--- src/design/twm_consts.svh ---
`ifndef TWM_CONSTS_SVH
`define TWM_CONSTS_SVH
// System clock and bus speed limits
`define TWM_CLK_KHZ    250000
`define TWM_STD_KHZ    100
`define TWM_FAST_KHZ   400
// Least half period in cycles, rounded up
`define TWM_STD_HALF   ((`TWM_CLK_KHZ + 2 * `TWM_STD_KHZ - 1) / (2 * `TWM_STD_KHZ))
`define TWM_FAST_HALF  ((`TWM_CLK_KHZ + 2 * `TWM_FAST_KHZ - 1) / (2 * `TWM_FAST_KHZ))
`define TWM_DIV_W      12
// Byte framing and addresses
`define TWM_BITS       4'h8
`define TWM_HDR10      5'h1e
`define TWM_GCALL      8'h00
// Transmit buffer
`define TWM_FIFO_W     8
`define TWM_FIFO_DEPTH 16
`endif

--- src/design/twm_pkg.sv ---
package twm_pkg;
    // Software control bits
    typedef struct packed {
        logic       enable;
        logic       ack_en;
        logic       gcall_en;
        logic       int_en;
        logic       fast;
        logic       addr10;
        logic [9:0] own_addr;
        logic [7:0] div;
    } twm_ctrl_t;
    // Status bits
    typedef struct packed {
        logic event_f;
        logic address_matched_flag;
        logic byte_transfer_finished_flag;
        logic stop_detected_flag;
        logic sb;
        logic arlo;
        logic master;
        logic xmit;
        logic busy;
    } twm_stat_t;
    // Byte engine states
    typedef enum logic [3:0] {
        ST_IDLE, ST_START, ST_ADDR, ST_RX, ST_TX, ST_ACK, ST_GETACK, ST_HOLD, ST_STOP
    } twm_state_t;
endpackage : twm_pkg

--- src/design/twm_top.sv ---
`timescale 1ns/1ps
`include "twm_consts.svh"

module twm_fifo #(
    parameter int WIDTH = `TWM_FIFO_W,
    parameter int DEPTH = `TWM_FIFO_DEPTH
) (
    // Clock and reset
    input  wire logic             clk,
    input  wire logic             rst,
    // Fill side
    input  wire logic             in_valid,
    output logic                  in_ready,
    input  wire logic [WIDTH-1:0] in_data,
    // Drain side
    output logic                  out_valid,
    input  wire logic             out_ready,
    output logic [WIDTH-1:0]      out_data
);
    localparam int AW = $clog2(DEPTH);
    if (DEPTH < 2 || (DEPTH & (DEPTH - 1)) != 0) begin : g_bad_depth
        $error("fifo depth must be a power of two");
    end

    logic [WIDTH-1:0] mem [DEPTH];
    logic [AW-1:0]    wr_ptr;
    logic [AW-1:0]    rd_ptr;
    logic [AW:0]      count;
    logic [AW:0]      next_count;
    logic             push;
    logic             pop;

    // Handshakes and occupancy
    assign push       = in_valid && in_ready;
    assign pop        = out_valid && out_ready;
    assign next_count = count + (AW + 1)'(push) - (AW + 1)'(pop);
    assign out_data   = mem[rd_ptr];

    // Storage
    always_ff @(posedge clk) begin
        if (push) mem[wr_ptr] <= in_data;
    end

    // Pointers and registered full/empty
    always_ff @(posedge clk or posedge rst) begin
        if (rst) begin
            wr_ptr    <= '0;
            rd_ptr    <= '0;
            count     <= '0;
            in_ready  <= 1'b0;
            out_valid <= 1'b0;
        end else begin
            wr_ptr    <= wr_ptr + AW'(push);
            rd_ptr    <= rd_ptr + AW'(pop);
            count     <= next_count;
            in_ready  <= next_count != (AW + 1)'(DEPTH);
            out_valid <= next_count != '0;
        end
    end
endmodule : twm_fifo

module twm_top
    import twm_pkg::*;
#(
    parameter int FIFO_DEPTH = `TWM_FIFO_DEPTH
) (
    // Clock and reset
    input  wire logic       clk,
    input  wire logic       rst,
    // Software control and strobes
    input  wire twm_ctrl_t  ctrl,
    input  wire logic       start_cmd,
    input  wire logic       stop_cmd,
    input  wire logic       sr1_read,
    input  wire logic       sr2_read,
    input  wire logic       dr_read,
    input  wire logic       dr_write,
    input  wire logic [7:0] dr_wdata,
    output logic            dr_wready,
    // Software status
    output twm_stat_t       status,
    output logic [7:0]      dr_rdata,
    output logic            irq,
    // Bus pins
    input  wire logic       sda_in,
    input  wire logic       scl_in,
    output logic            sda_out,
    output logic            sda_oe,
    output logic            scl_out,
    output logic            scl_oe,
    // Port logic used while disabled
    input  wire logic       gpio_sda_out,
    input  wire logic       gpio_sda_oe,
    input  wire logic       gpio_scl_out,
    input  wire logic       gpio_scl_oe
);
    twm_state_t           state;
    logic [3:0]           bit_cnt;
    logic [7:0]           shreg;
    logic [`TWM_DIV_W-1:0] div_cnt;
    logic                 xmit, need_rd, sr1_seen, addr2, addressed, busy, master;
    logic                 sda_low, hold, mst_low, mst_first, rd_bit, nack;
    logic                 ev_address_matched_flag, ev_hdr;
    logic                 address_matched_flag, byte_transfer_finished_flag, stop_detected_flag, sb, arlo;
    logic                 fifo_v;
    logic                 pop;
    logic [7:0]           fifo_d;

    // Transmit bytes wait here; the engine drains one per release
    twm_fifo #(.WIDTH(8), .DEPTH(FIFO_DEPTH)) u_fifo (
        .clk       (clk),
        .rst       (rst),
        .in_valid  (dr_write),
        .in_ready  (dr_wready),
        .in_data   (dr_wdata),
        .out_valid (fifo_v),
        .out_ready (pop),
        .out_data  (fifo_d)
    );

    // Pin synchronisers with agreement filter
    logic       pin_in [2];
    logic [2:0] syn    [2];
    logic       filt   [2];
    logic       filt_d [2];
    assign pin_in[0] = sda_in;
    assign pin_in[1] = scl_in;
    for (genvar g = 0; g < 2; g++) begin : g_sync
        always_ff @(posedge clk or posedge rst) begin
            if (rst) begin
                syn[g]    <= 3'h7;
                filt[g]   <= 1'b1;
                filt_d[g] <= 1'b1;
            end else begin
                syn[g] <= {syn[g][1:0], pin_in[g]};
                if (syn[g][1] == syn[g][2]) filt[g] <= syn[g][2];
                filt_d[g] <= filt[g];
            end
        end
    end

    // Bus events
    wire sda       = filt[0];
    wire scl       = filt[1];
    wire scl_rise  = scl && !filt_d[1];
    wire scl_fall  = !scl && filt_d[1];
    wire start_det = scl && filt_d[1] && !sda && filt_d[0];
    wire stop_det  = scl && filt_d[1] && sda && !filt_d[0];
    wire byte_end  = scl_fall && bit_cnt == `TWM_BITS;

    // Divider half period from speed mode and divider bits
    wire [`TWM_DIV_W-1:0] half_cnt = (ctrl.fast ? `TWM_DIV_W'(`TWM_FAST_HALF) : `TWM_DIV_W'(`TWM_STD_HALF))
                                   + {1'b0, ctrl.div, 3'h0};
    wire tick = div_cnt == '0;

    // Address decode
    wire hdr_hit  = ctrl.addr10 && shreg[7:3] == `TWM_HDR10 && shreg[2:1] == ctrl.own_addr[9:8];
    wire own7_hit = !ctrl.addr10 && shreg[7:1] == ctrl.own_addr[6:0];
    wire gc_hit   = ctrl.gcall_en && shreg == `TWM_GCALL;
    wire hdr_rd   = hdr_hit && shreg[0] && addressed && !addr2;
    wire hdr_wr   = hdr_hit && !shreg[0] && !addr2;
    wire full_hit = (addr2 && shreg == ctrl.own_addr[7:0]) || hdr_rd || (!addr2 && (own7_hit || gc_hit));
    wire any_hit  = full_hit || hdr_wr;

    // Hold release and buffer pop
    wire release_ok = sr1_seen && (xmit ? fifo_v : (!need_rd || dr_read));
    assign pop      = ctrl.enable && state == ST_HOLD && !(stop_cmd && master) && release_ok && xmit;
    wire toggle_st  = state == ST_TX || state == ST_RX || state == ST_ACK || state == ST_GETACK;

    // Divider
    always_ff @(posedge clk or posedge rst) begin
        if (rst) div_cnt <= '0;
        else if (tick) div_cnt <= half_cnt - `TWM_DIV_W'(1);
        else div_cnt <= div_cnt - `TWM_DIV_W'(1);
    end

    // Byte engine, role and flags
    always_ff @(posedge clk or posedge rst) begin
        if (rst) begin
            state <= ST_IDLE;
            {bit_cnt, shreg, dr_rdata} <= '0;
            {xmit, need_rd, sr1_seen, addr2, addressed, busy, master} <= '0;
            {sda_low, hold, mst_low, mst_first, rd_bit, nack, ev_address_matched_flag, ev_hdr} <= '0;
            {address_matched_flag, byte_transfer_finished_flag, stop_detected_flag, sb, arlo} <= '0;
        end else begin
            if (sr1_read) begin
                address_matched_flag <= 1'b0;
                sb   <= 1'b0;
                if (state == ST_HOLD) sr1_seen <= 1'b1;
            end
            if (sr2_read) begin
                stop_detected_flag <= 1'b0;
                arlo  <= 1'b0;
            end
            if (master && tick && toggle_st) mst_low <= !mst_low;
            if (!ctrl.enable) begin
                state <= ST_IDLE;
                {master, hold, sda_low, mst_low, busy, addressed} <= '0;
            end else if (stop_det) begin
                if (addressed && !master) stop_detected_flag <= 1'b1;
                state <= ST_IDLE;
                {master, hold, sda_low, mst_low, busy, addressed} <= '0;
            end else if (start_det && state != ST_START) begin
                state   <= ST_ADDR;
                busy    <= 1'b1;
                bit_cnt <= '0;
                {addr2, hold, sda_low} <= '0;
            end else begin
                unique case (state)
                    ST_IDLE: begin
                        if (start_cmd && !busy) begin
                            state   <= ST_START;
                            master  <= 1'b1;
                            mst_low <= 1'b0;
                        end
                    end
                    ST_START: begin
                        if (start_det) begin
                            state     <= ST_HOLD;
                            {hold, xmit, sb, busy, mst_first} <= '1;
                            need_rd   <= 1'b0;
                        end else if (tick) begin
                            sda_low <= 1'b1;
                        end
                    end
                    ST_ADDR, ST_RX: begin
                        if (scl_rise) begin
                            shreg   <= {shreg[6:0], sda};
                            bit_cnt <= bit_cnt + 4'h1;
                        end
                        if (byte_end) begin
                            dr_rdata <= shreg;
                            if (state == ST_RX) begin
                                state   <= ST_ACK;
                                sda_low <= ctrl.ack_en;
                                {ev_address_matched_flag, ev_hdr} <= '0;
                            end else if (any_hit) begin
                                state     <= ST_ACK;
                                sda_low   <= ctrl.ack_en;
                                ev_address_matched_flag   <= 1'b1;
                                ev_hdr    <= !full_hit;
                                xmit      <= hdr_rd || (own7_hit && shreg[0]);
                                addressed <= addressed || full_hit;
                            end else begin
                                state <= ST_IDLE;
                            end
                        end
                    end
                    ST_TX: begin
                        if (scl_rise) begin
                            bit_cnt <= bit_cnt + 4'h1;
                            if (master && !sda_low && !sda) begin
                                state   <= ST_IDLE;
                                master  <= 1'b0;
                                arlo    <= 1'b1;
                                mst_low <= 1'b0;
                            end
                        end
                        if (byte_end) begin
                            state   <= ST_GETACK;
                            sda_low <= 1'b0;
                        end else if (scl_fall) begin
                            shreg   <= {shreg[6:0], 1'b0};
                            sda_low <= !shreg[6];
                        end
                    end
                    ST_ACK: begin
                        if (scl_fall) begin
                            sda_low <= 1'b0;
                            bit_cnt <= '0;
                            if (ev_hdr) begin
                                state <= ST_ADDR;
                                addr2 <= 1'b1;
                            end else begin
                                state   <= ST_HOLD;
                                hold    <= 1'b1;
                                need_rd <= !ev_address_matched_flag;
                                if (ev_address_matched_flag) address_matched_flag <= 1'b1;
                                else byte_transfer_finished_flag <= 1'b1;
                            end
                        end
                    end
                    ST_GETACK: begin
                        if (scl_rise) nack <= sda;
                        if (scl_fall) begin
                            bit_cnt <= '0;
                            if (nack && !master) begin
                                state <= ST_IDLE;
                            end else begin
                                state     <= ST_HOLD;
                                hold      <= 1'b1;
                                need_rd   <= 1'b0;
                                byte_transfer_finished_flag       <= !nack;
                                mst_first <= 1'b0;
                                if (mst_first) xmit <= !rd_bit;
                            end
                        end
                    end
                    ST_HOLD: begin
                        if (stop_cmd && master) begin
                            state   <= ST_STOP;
                            {sda_low, mst_low} <= '1;
                            hold    <= 1'b0;
                        end else if (release_ok) begin
                            state    <= xmit ? ST_TX : ST_RX;
                            {hold, sr1_seen, byte_transfer_finished_flag} <= '0;
                            bit_cnt  <= '0;
                            mst_low  <= 1'b1;
                            shreg    <= fifo_d;
                            sda_low  <= xmit && !fifo_d[7];
                            if (mst_first) rd_bit <= fifo_d[0];
                        end
                    end
                    ST_STOP: begin
                        if (tick) begin
                            if (mst_low) mst_low <= 1'b0;
                            else sda_low <= 1'b0;
                        end
                    end
                endcase
            end
        end
    end

    // Status, request and pins; disabled hands pins to port logic
    always_ff @(posedge clk or posedge rst) begin
        if (rst) begin
            status  <= '0;
            irq     <= 1'b0;
            sda_out <= 1'b0;
            sda_oe  <= 1'b0;
            scl_out <= 1'b0;
            scl_oe  <= 1'b0;
        end else begin
            status  <= '{event_f: address_matched_flag | byte_transfer_finished_flag | stop_detected_flag | sb | arlo, address_matched_flag: address_matched_flag, byte_transfer_finished_flag: byte_transfer_finished_flag, stop_detected_flag: stop_detected_flag,
                         sb: sb, arlo: arlo, master: master, xmit: xmit, busy: busy};
            irq     <= ctrl.int_en && (address_matched_flag | byte_transfer_finished_flag | stop_detected_flag | sb | arlo);
            sda_out <= ctrl.enable ? 1'b0 : gpio_sda_out;
            sda_oe  <= ctrl.enable ? sda_low : gpio_sda_oe;
            scl_out <= ctrl.enable ? 1'b0 : gpio_scl_out;
            scl_oe  <= ctrl.enable ? (hold || (master && mst_low)) : gpio_scl_oe;
        end
    end
endmodule : twm_top

--- config.mk ---
export PLATFORM = sky130hd
export DESIGN_NAME = twm_top
export DESIGN_NICKNAME = d
export VERILOG_FILES = /design/src/design/twm_pkg.sv /design/src/design/twm_top.sv
export VERILOG_INCLUDE_DIRS = /design/src /design/src/design
export SDC_FILE = /design/constraint.sdc
export NUM_CORES = 1
export LEC_CHECK = 0
export ABC_AREA = 0
export BUFFER_PORTS_ARGS = -buffer_cell sky130_fd_sc_hd__buf_4
export CAP_MARGIN = 20
export CELL_PAD_IN_SITES_DETAIL_PLACEMENT = 0
export CELL_PAD_IN_SITES_GLOBAL_PLACEMENT = 1
export CORE_MARGIN = 8
export CORE_UTILIZATION = 54
export CTS_CLUSTER_SIZE = 40
export DETAILED_ROUTE_END_ITERATION = 7
export HOLD_SLACK_MARGIN = 0.08
export PLACE_DENSITY_LB_ADDON = 0.1
export SKIP_CTS_REPAIR_TIMING = 1
export SLEW_MARGIN = 20
export SYNTH_ARGS = -nofsm -noshare
export SYNTH_HDL_FRONTEND = slang
export SYNTH_HIERARCHICAL = 1
export SYNTH_SLANG_ARGS = --single-unit
--- constraint.sdc ---
create_clock -name clk -period 7.5 [get_ports clk]
set_input_delay 1.5 -clock clk [delete_from_list [all_inputs] [get_ports clk]]
set_output_delay 1.5 -clock clk [all_outputs]
set_load 0.03 [all_outputs]
==> impl_metrics.yaml, run 1 <==
die:
  start_util: 0.543
  rows: 51
  fp.dieH_um: 155
  die_area_um2: 24100
  chipWidth_um: 155
  coreArea_um2: 19300
  ios: 69
sta:
  worstMarginPinSlew_ns: 1.00
  timing.final.crit_share: 0.541
  hold_viol_final: 0
  holdWs_ns: 0.356
  fin_setup_tns_ns: 0
  max_freq_mhz: 246
  maxSlewViolCount: 0
  relSlewSlack: 0.323
  finalSetupViolCount: 0
  rsz0062_at_grt: "no"
  fin_crit_ns: 4.06
  fin_skew_ns: 0.00939
cts:
  cts-root-buf: "clkbuf_16"
  clk_latency_ns: 0.53
  clkTransAtPathRegs_ns: 0.06
  cts_tree: "done"
  ctsHtreeMaxLevel: 1
  cts.sinks: 223
  numCtsBuffers: 24
  clock_path_buffers: 3
worst_setup_path:
  worstReg2RegEnd: "u_fifo/out_valid"
  path_common_cell: "nand2_1"
  path_buf_inv: 1
  cp_slowest_cell: "dfrtp_1"
  cp_max_fo: 24
  cpPeakStageDelay_ns: 0.82
  startpoint_type: "register"
  endpoint_kind: "register"
  arrival_ns: 4.48
  crit_start: "state[2]"
  r2r_cells: 12
  ff2ff_setup_slack_ns: 3.44
  reg2reg_from: "state[2]"
  criticalPathCategory: "register to register"
  required_ns: 7.92
  worstPathCellList: "and4b_1 > nand2_1 > nor3_1 > nand3_1 > nand2_1 > ha_1 > inv_1 > fa_1 > nor2b_1 > nand3b_1 > mux2i_1 > a21bo_2"
  cp_top_family: "simple AND/OR/NAND/NOR gates"
global_routing:
  grt_overflow: 0
  grt_pass1_wl_mm: 37.7
  grt_start_max_net_pins: 81
  grtUsageTotal: 0.197
  antenna_found_initial: 0
  grt_pass1_vias: 6973
hold_path:
  hold_path_depth: 0
  hold_start: "syn[3]"
  min_path_type: "register to register"
  hold_end: "syn[4]"
yosys:
  ys_seq_elements: 223
  synth_flop_cell: "edfxtp_1"
  synth_top_cell_by_area: "edfxtp_1"
  ys_async_sr_fraction: 0.426
  synthTopCellsByArea: "edfxtp_1 (37%), dfrtp_1 (20%), mux4_2 (5.4%)"
  syn_area_um2: 10500
  synthSimpleGateAreaFrac: 0.120
  ys_seq_area_frac: 0.596
  synth-compound-area-share: 0.0940
  synthesis.nets: 883
  synthMuxAreaShare: 0.0827
  syn_inst: 809
  synth.distinct_cells: 86
  synth_warnings: 6
  synth_enable_flop_cells: 128
  synth_top_family_by_area: "simple AND/OR/NAND/NOR gates"
  synth_fa_ha_area_frac: 0.0368
  syn_avg_cell_area_um2: 12.9
  synthMostInstantiatedCell: "edfxtp_1"
  synth_xor_xnor_area_share: 0.0377
  synth_top_cell_area_share: 0.367
  netlist_top_cells_count: "edfxtp_1 (128), dfrtp_1 (85), nand2_1 (82)"
layout:
  diodes: 0
  area_growth_pct: 14.9
  drive_above_1_share: 0.195
  fillers: 1532
  multi_input_area_um2: 3890
  nets: 943
  seq_area_um2: 6230
power:
  p_per_area_nw_per_um2: 310
  p_leak_nw: 4.67
  ir_drop_mv: 0.295
route:
  post_drt_via_cell_ratio: 5.81
  vias: 6688
  firstDrtPassIters: 5
  ant_nets: 0
  drc: 0
  routed_wirelength_mm: 23.3
  drt_first_iter_violations: 468
  routedWlPerCell_um: 20.2
placed_design:
  hpwlAfterDp_mm: 16.4
  io_buffers: 68
  place.gp.congestion: 0.922
flow_run:
  drv_cap: 0
run_status:
  status: "complete, no violations"
[sequential cells by signal (all words and copies together), names as in the netlist, 4 cells and up]
name           flops
u_fifo/count       5
state              4
u_fifo/mem       128
div_cnt           12
u_fifo/rd_ptr      4
dr_rdata           8
syn                6
status             9
shreg              8
u_fifo/wr_ptr      4
bit_cnt            4
[how the worst max path moves through the flow]
stage	cells after the start	slack, ns	endpoint
after floorplan	12	3.70	u_fifo/out_valid
after global placement	13	3.37	u_fifo/out_valid
after detailed placement	13	3.19	u_fifo/out_valid
after CTS	12	3.47	u_fifo/out_valid
after global routing	12	3.14	u_fifo/out_valid
final	12	3.44	u_fifo/out_valid
[power breakdown]
group          internal (mW)  switching [mW]
Clock                  0.778           0.483
Combinational          0.331           0.461
Sequential              1.50           0.175
[layout make-up]
type / instances / area share
Clock buffer: 27 / 0.0520
Multi-Input combinational cell: 510 / 0.323
Inverter: 33 / 0.0104
Tap cell: 265 / 0.0276
Sequential cell: 223 / 0.518
Clock inverter: 17 / 0.0202
Timing Repair Buffer: 77 / 0.0484
[cells by family after synthesis]
kind of cell | Yosys count
and+or+nand+nor | 255
DFF | 223
AOI/OAI and AO/OA | 137
buffers and inverters | 76
xor gates and xnor gates | 45
muxes | 43
adders and majority gates | 30
[cell usage in the layout (no fill, tap or decap), drive strengths merged, types with 5 or more instances in the layout]
| cell type | n |
|---|---|
| edfxtp | 128 |
| dfrtp | 85 |
| nand2 | 83 |
| buf | 77 |
| nor2 | 55 |
| inv | 32 |
| mux4 | 32 |
| xor2 | 30 |
| clkbuf | 27 |
| ha | 26 |
| o21ai | 23 |
| a21oi | 22 |
| nor3 | 22 |
| nand3 | 19 |
| nor2b | 16 |
| xnor2 | 15 |
| nand2b | 15 |
| a31oi | 14 |
| a22oi | 12 |
| dfstp | 10 |
| and2 | 8 |
| a21o | 8 |
| clkinv | 8 |
| mux2i | 7 |
| o21a | 7 |
| a211oi | 7 |
| nor4 | 6 |
| o31ai | 5 |
| nand4 | 5 |
| bufinv | 5 |
| clkinvlp | 5 |
[through the flow]
stage | std cells | worst slack [ns] | utilization | area [um^2] | power (mW)
floorplan | 809 | 3.70 | - | 10500 | 2.23
global placement | 1108 | 3.37 | 0.579 | 11200 | 2.45
detailed placement | 1108 | 3.19 | 0.579 | 11200 | 2.48
CTS | 1152 | 3.47 | 0.624 | 12000 | 3.75
global route | 1152 | 3.14 | 0.624 | 12000 | 3.92
finish | 1152 | 3.44 | 0.624 | 12000 | 3.73
[per-layer routing]
metal,share of wire,wire (um),vias to the layer above,global-route usage
li1,-,-,3116,-
met1,0.42,9870,3333,0.252
met2,0.50,11700,190,0.339
met3,0.052,1220,49,0.0352
met4,0.023,533,0,0.0555
met5,0,0,-,0
(Power assumes the default switching activity.)
==> inputs of run 2 (changes only) <==
--- a/config.mk
+++ b/config.mk
@@ -12,7 +12,7 @@
 export CELL_PAD_IN_SITES_DETAIL_PLACEMENT = 0
 export CELL_PAD_IN_SITES_GLOBAL_PLACEMENT = 1
 export CORE_MARGIN = 8
-export CORE_UTILIZATION = 54
+export CORE_UTILIZATION = 45
 export CTS_CLUSTER_SIZE = 40
 export DETAILED_ROUTE_END_ITERATION = 7
 export HOLD_SLACK_MARGIN = 0.08
==> constraint.sdc (replaced) <==
create_clock -name clk -period 3.3 [get_ports clk]
set_input_delay 0.66 -clock clk [delete_from_list [all_inputs] [get_ports clk]]
set_output_delay 0.66 -clock clk [all_outputs]
set_load 0.03 [all_outputs]
==> run 2 against run 1 <==
Net effect: count of clock-buffer cells in the layout is 6 higher; cell count is 4.1% higher; sequential power is 130% higher; total power is 120% higher; clock power is 95% higher; clock skew is 0.0011 ns higher; routed wire length is 5.2% higher; final area is 0.50% higher; utilization is 10 points lower; register-to-register slack worse by 3.0 ns; critical path type unchanged.
==> impl_metrics.yaml, run 2 (synthesis results as in run 1) <==
sta:
  relSlewSlack: 0.332
  fin_skew_ns: 0.0105
  finalSetupViolCount: 0
  rsz0062_at_grt: "no"
  maxSlewViolCount: 0
  max_freq_mhz: 344
  worstMarginPinSlew_ns: 0.998
  fin_crit_ns: 2.91
  fin_setup_tns_ns: 0
  hold_viol_final: 0
  timing.final.crit_share: 0.881
  fin_ws_ns: 0.394
power:
  combPwrFrac: 0.236
  swShare: 0.311
  power_frac_seq: 0.462
  p_per_area_nw_per_um2: 673
  p_leak_nw: 4.72
  p_int_mw: 5.60
  switching_power_mw: 2.53
  ir_drop_mv: 0.482
  pwr-share-clk: 0.302
placed_design:
  place.gp.congestion: 0.897
  hpwlAfterDp_mm: 17.8
  io_buffers: 68
  post-place-ws_ns: 0.0378
global_routing:
  antenna_found_initial: 0
  grt_pass1_vias: 7112
  grt_overflow: 0
  grt_start_max_net_pins: 46
  grt_pass1_wl_mm: 39.0
  grtUsageTotal: 0.174
die:
  rows: 56
  start_util: 0.453
  chipWidth_um: 169
  die_area_um2: 28400
  coreArea_um2: 23100
  ios: 69
  fp.dieH_um: 169
worst_setup_path:
  endpoint_kind: "register"
  cp_top_family: "compound AO/OA/AOI/OAI gates"
  reg2reg_from: "xmit"
  path_common_cell: "nand2_1"
  required_ns: 3.72
  path_buf_inv: 1
  startpoint_type: "register"
  cp_max_fo: 4
  criticalPathCategory: "register to register"
  worstReg2RegEnd: "u_fifo/out_valid"
  r2r_cells: 12
  worstPathCellList: "o311ai_0 > nor3_2 > nand2_1 > nand2_1 > nand2_1 > ha_1 > inv_1 > fa_1 > nor2b_1 > nand3b_1 > mux2i_1 > a21bo_2"
  cpPeakStageDelay_ns: 0.53
  ff2ff_setup_slack_ns: 0.39
  arrival_ns: 3.33
  cp_slowest_cell: "fa_1"
layout:
  multi_input_area_um2: 3890
  diodes: 0
  largestRegisters: "u_fifo/mem (128), div_cnt (12), status (9)"
  drive_above_1_share: 0.202
  largest_register: "u_fifo/mem"
  final_common_cell: "edfxtp_1"
  final_cell_mix: "edfxtp_1 (128), buf_4 (97), dfrtp_1 (84)"
  seq_area_um2: 6230
  area_growth_pct: 15.5
  largest_reg_flops: 128
  fillers: 1999
  nets: 965
cts:
  cts.sinks: 223
  clk_latency_ns: 0.53
  ctsHtreeMaxLevel: 1
  clock_path_buffers: 3
  cts-root-buf: "clkbuf_16"
  numCtsBuffers: 25
  clkTransAtPathRegs_ns: 0.06
  cts_tree: "done"
flow_run:
  drv_cap: 0
hold_path:
  min_path_type: "input port to asynchronous set/reset pin"
route:
  post_drt_via_cell_ratio: 5.66
  routed_wirelength_mm: 24.5
  routedWlPerCell_um: 20.4
  drt_first_iter_violations: 460
  drc: 0
  firstDrtPassIters: 5
  vias: 6785
  ant_nets: 0
run_status:
  status: "complete, no violations"
-- run 2: per-layer routing --
metal | routed length, um | track usage | vias up | part of all wire
met5 | 0 | 0 | - | 0
met4 | 689 | 0.0551 | 0 | 0.028
met3 | 1050 | 0.0270 | 54 | 0.043
met2 | 12000 | 0.298 | 164 | 0.49
met1 | 10800 | 0.223 | 3400 | 0.44
li1 | - | - | 3167 | -
-- run 2: area by class of cell --
class                      instances  area share
clock buffer                      33      0.0542
clock inverter                    12     0.00580
inverter                          33      0.0103
multi-input combinational        510       0.322
sequential                       223       0.516
tap                              290      0.0300
timing repair buffer              98      0.0619
-- run 2: power by group through the flow --
stage / Combinational [mW] / Clock, mW / Sequential (mW)
global placement: 1.88 / 0 / 3.78
detailed placement: 1.91 / 0 / 3.81
floorplan: 1.37 / 0 / 3.70
finish: 1.92 / 2.46 / 3.76
global route: 2.13 / 2.64 / 3.81
CTS: 1.92 / 2.53 / 3.75
-- run 2: stage by stage --
step	cells	total power, mW	hold WS, ns	utilization	instance area [um^2]
2_1_floorplan	809	5.07	0.345	-	10500
3_3_place_gp	1154	5.66	0.351	0.491	11400
3_5_place_dp	1154	5.72	0.351	0.491	11400
4_1_cts	1199	8.21	0.197	0.523	12100
5_1_grt	1199	8.57	0.208	0.523	12100
6_report	1199	8.13	0.194	0.523	12100
-- run 2: how the worst max path moves through the flow --
stage	from	end	slack, ns	depth (start not counted)
finish	xmit	u_fifo/out_valid	0.39	12
global route	state[3]	u_fifo/out_valid	0.15	12
CTS	state[3]	u_fifo/out_valid	0.24	12
detailed placement	stop_cmd	u_fifo/out_valid	0.04	13
global placement	stop_cmd	u_fifo/out_valid	0.16	13
floorplan	dr_read	u_fifo/out_valid	0.34	12
==> inputs of run 3 (changes only) <==
--- a/config.mk
+++ b/config.mk
@@ -11,6 +11,7 @@
 export CAP_MARGIN = 20
 export CELL_PAD_IN_SITES_DETAIL_PLACEMENT = 0
 export CELL_PAD_IN_SITES_GLOBAL_PLACEMENT = 1
+export CORE_ASPECT_RATIO = 0.7
 export CORE_MARGIN = 8
 export CORE_UTILIZATION = 45
 export CTS_CLUSTER_SIZE = 40
==> run 3 against run 2 <==
Net effect: combinational power is 3% higher; first-iteration DRC count is 22% higher; maximum frequency is 4.6% lower; cell count is 2.2% higher; global-route usage is 1.6 points higher; highest routed layer unchanged; largest power group unchanged.
==> impl_metrics.yaml, run 3 (synthesis results as in run 1) <==
run_status:
  status: "complete, no violations"
sta:
  timing.final.crit_share: 0.923
  fin_crit_ns: 3.05
  rsz0062_at_grt: "no"
  max_freq_mhz: 328
  fin_ws_ns: 0.253
  worstMarginPinSlew_ns: 0.965
  fin_skew_ns: 0.0101
  maxSlewViolCount: 0
  finalSetupViolCount: 0
  hold_viol_final: 0
  relSlewSlack: 0.354
route:
  routedWlPerCell_um: 21.8
  vias: 7026
  routed_wirelength_mm: 26.7
  ant_nets: 0
  post_drt_via_cell_ratio: 5.74
  firstDrtPassIters: 7
  drt_first_iter_violations: 559
  drc: 0
worst_setup_path:
  arrival_ns: 3.43
  cp_max_fo: 8
  required_ns: 3.68
  endpoint_kind: "register"
  worstPathCellList: "o311ai_0 > nor3_2 > nand2_1 > nand2_1 > nand2_1 > ha_1 > inv_1 > fa_1 > nor2b_1 > nand3b_1 > mux2i_1 > a21bo_2"
  startpoint_type: "register"
  criticalPathCategory: "register to register"
  cp_slowest_cell: "o311ai_0"
  cpPeakStageDelay_ns: 0.55
  crit_start: "xmit"
  path_common_cell: "nand2_1"
  ff2ff_setup_slack_ns: 0.25
  reg2reg_from: "xmit"
layout:
  final_cell_mix: "edfxtp_1 (128), buf_4 (105), dfrtp_1 (84)"
  drive_above_1_share: 0.211
  nets: 971
  largest_register: "u_fifo/mem"
  diodes: 0
  final_common_cell: "edfxtp_1"
  largest_reg_flops: 128
  fin_cells: 1225
  area_growth_pct: 16.1
  fillers: 1936
  largestRegisters: "u_fifo/mem (128), div_cnt (12), status (9)"
  fin_util: 0.535
die:
  die_area_um2: 28500
  ios: 69
  chipWidth_um: 198
  rows: 46
  coreArea_um2: 22700
  fp.dieH_um: 144
  start_util: 0.460
global_routing:
  grt_overflow: 0
  grt_pass1_wl_mm: 41.7
  antenna_found_initial: 0
  grtUsageTotal: 0.190
  grt_start_max_net_pins: 43
  grt_pass1_vias: 7084
cts:
  cts.sinks: 223
  clkTransAtPathRegs_ns: 0.06
  numCtsBuffers: 23
  cts-root-buf: "clkbuf_16"
  clk_latency_ns: 0.50
  ctsHtreeMaxLevel: 1
  cts_tree: "done"
  clock_path_buffers: 3
hold_path:
  min_path_type: "input port to register"
  hold_start: "scl_in"
placed_design:
  hpwlAfterDp_mm: 19.2
  dp_cells: 1183
  post-place-ws_ns: -0.0107
  place.gp.congestion: 0.911
  io_buffers: 68
flow_run:
  drv_cap: 0
power:
  p_total_mw: 8.21
  p_per_area_nw_per_um2: 676
  p_leak_nw: 4.75
  ir_drop_mv: 0.390
==> run 3: changes by cell type in the layout (fill, tap and decap cells not counted), sizes merged <==
cell,before,now
bufinv,0,2
clkinv,12,10
clkbuf,33,28
clkinvlp,0,1
dlygate4sd3,0,1
buf,98,105
==> run 3: final timing paths <==
check	endpoint	cells after the start
min in group asynchronous	div_cnt[0]	3
worst max register to register	u_fifo/out_valid	12
worst min register to register	syn[1]	0
worst max-delay path	u_fifo/out_valid	12
worst min-delay path	syn[0]	1
max in group asynchronous	status[8]	4
==> run 3: worst max-delay path, delay by kind of cell (launching register included) <==
family / cells / cell delay [ns]
multiplexers: 1 / 0.21
flip-flops: 1 / 0.46
AND/OR/NAND/NOR: 6 / 0.69
adder cells (fa/ha/maj): 2 / 0.70
buffers and inverters: 1 / 0.06
AO/OA/AOI/OAI: 2 / 0.80
==> run 3: where the power goes <==
part	internal (mW)	switching [mW]
Sequential	3.40	0.351
Combinational	0.802	1.17
Clock	1.44	1.05
Total	5.64	2.57
==> run 3: stage by stage <==
stage          hold WS, ns  TNS, ns  cell area, um^2
4_1_cts             0.0649        0            12100
6_report             0.274        0            12200
3_3_place_gp         0.347        0            11400
2_1_floorplan        0.345        0            10500
5_1_grt              0.256        0            12200
3_5_place_dp         0.347  -0.0107            11400
==> run 3: layer usage <==
metal / GRT usage / up-vias / wire length, um
li1: - / 3186 / -
met1: 0.291 / 3575 / 13200
met2: 0.274 / 238 / 11200
met3: 0.0364 / 27 / 1890
met4: 0.0384 / 0 / 380
met5: 0 / - / 0
==> run 3: layout make-up <==
| class | instances | area (um^2) | area share |
|---|---|---|---|
| timing repair buffer | 106 | 798 | 0.0657 |
| inverter | 33 | 125 | 0.0103 |
| clock buffer | 28 | 594 | 0.0489 |
| multi-input combinational | 510 | 3890 | 0.320 |
| tap | 312 | 390 | 0.0321 |
| sequential | 223 | 6230 | 0.513 |
| clock inverter | 13 | 116 | 0.00957 |
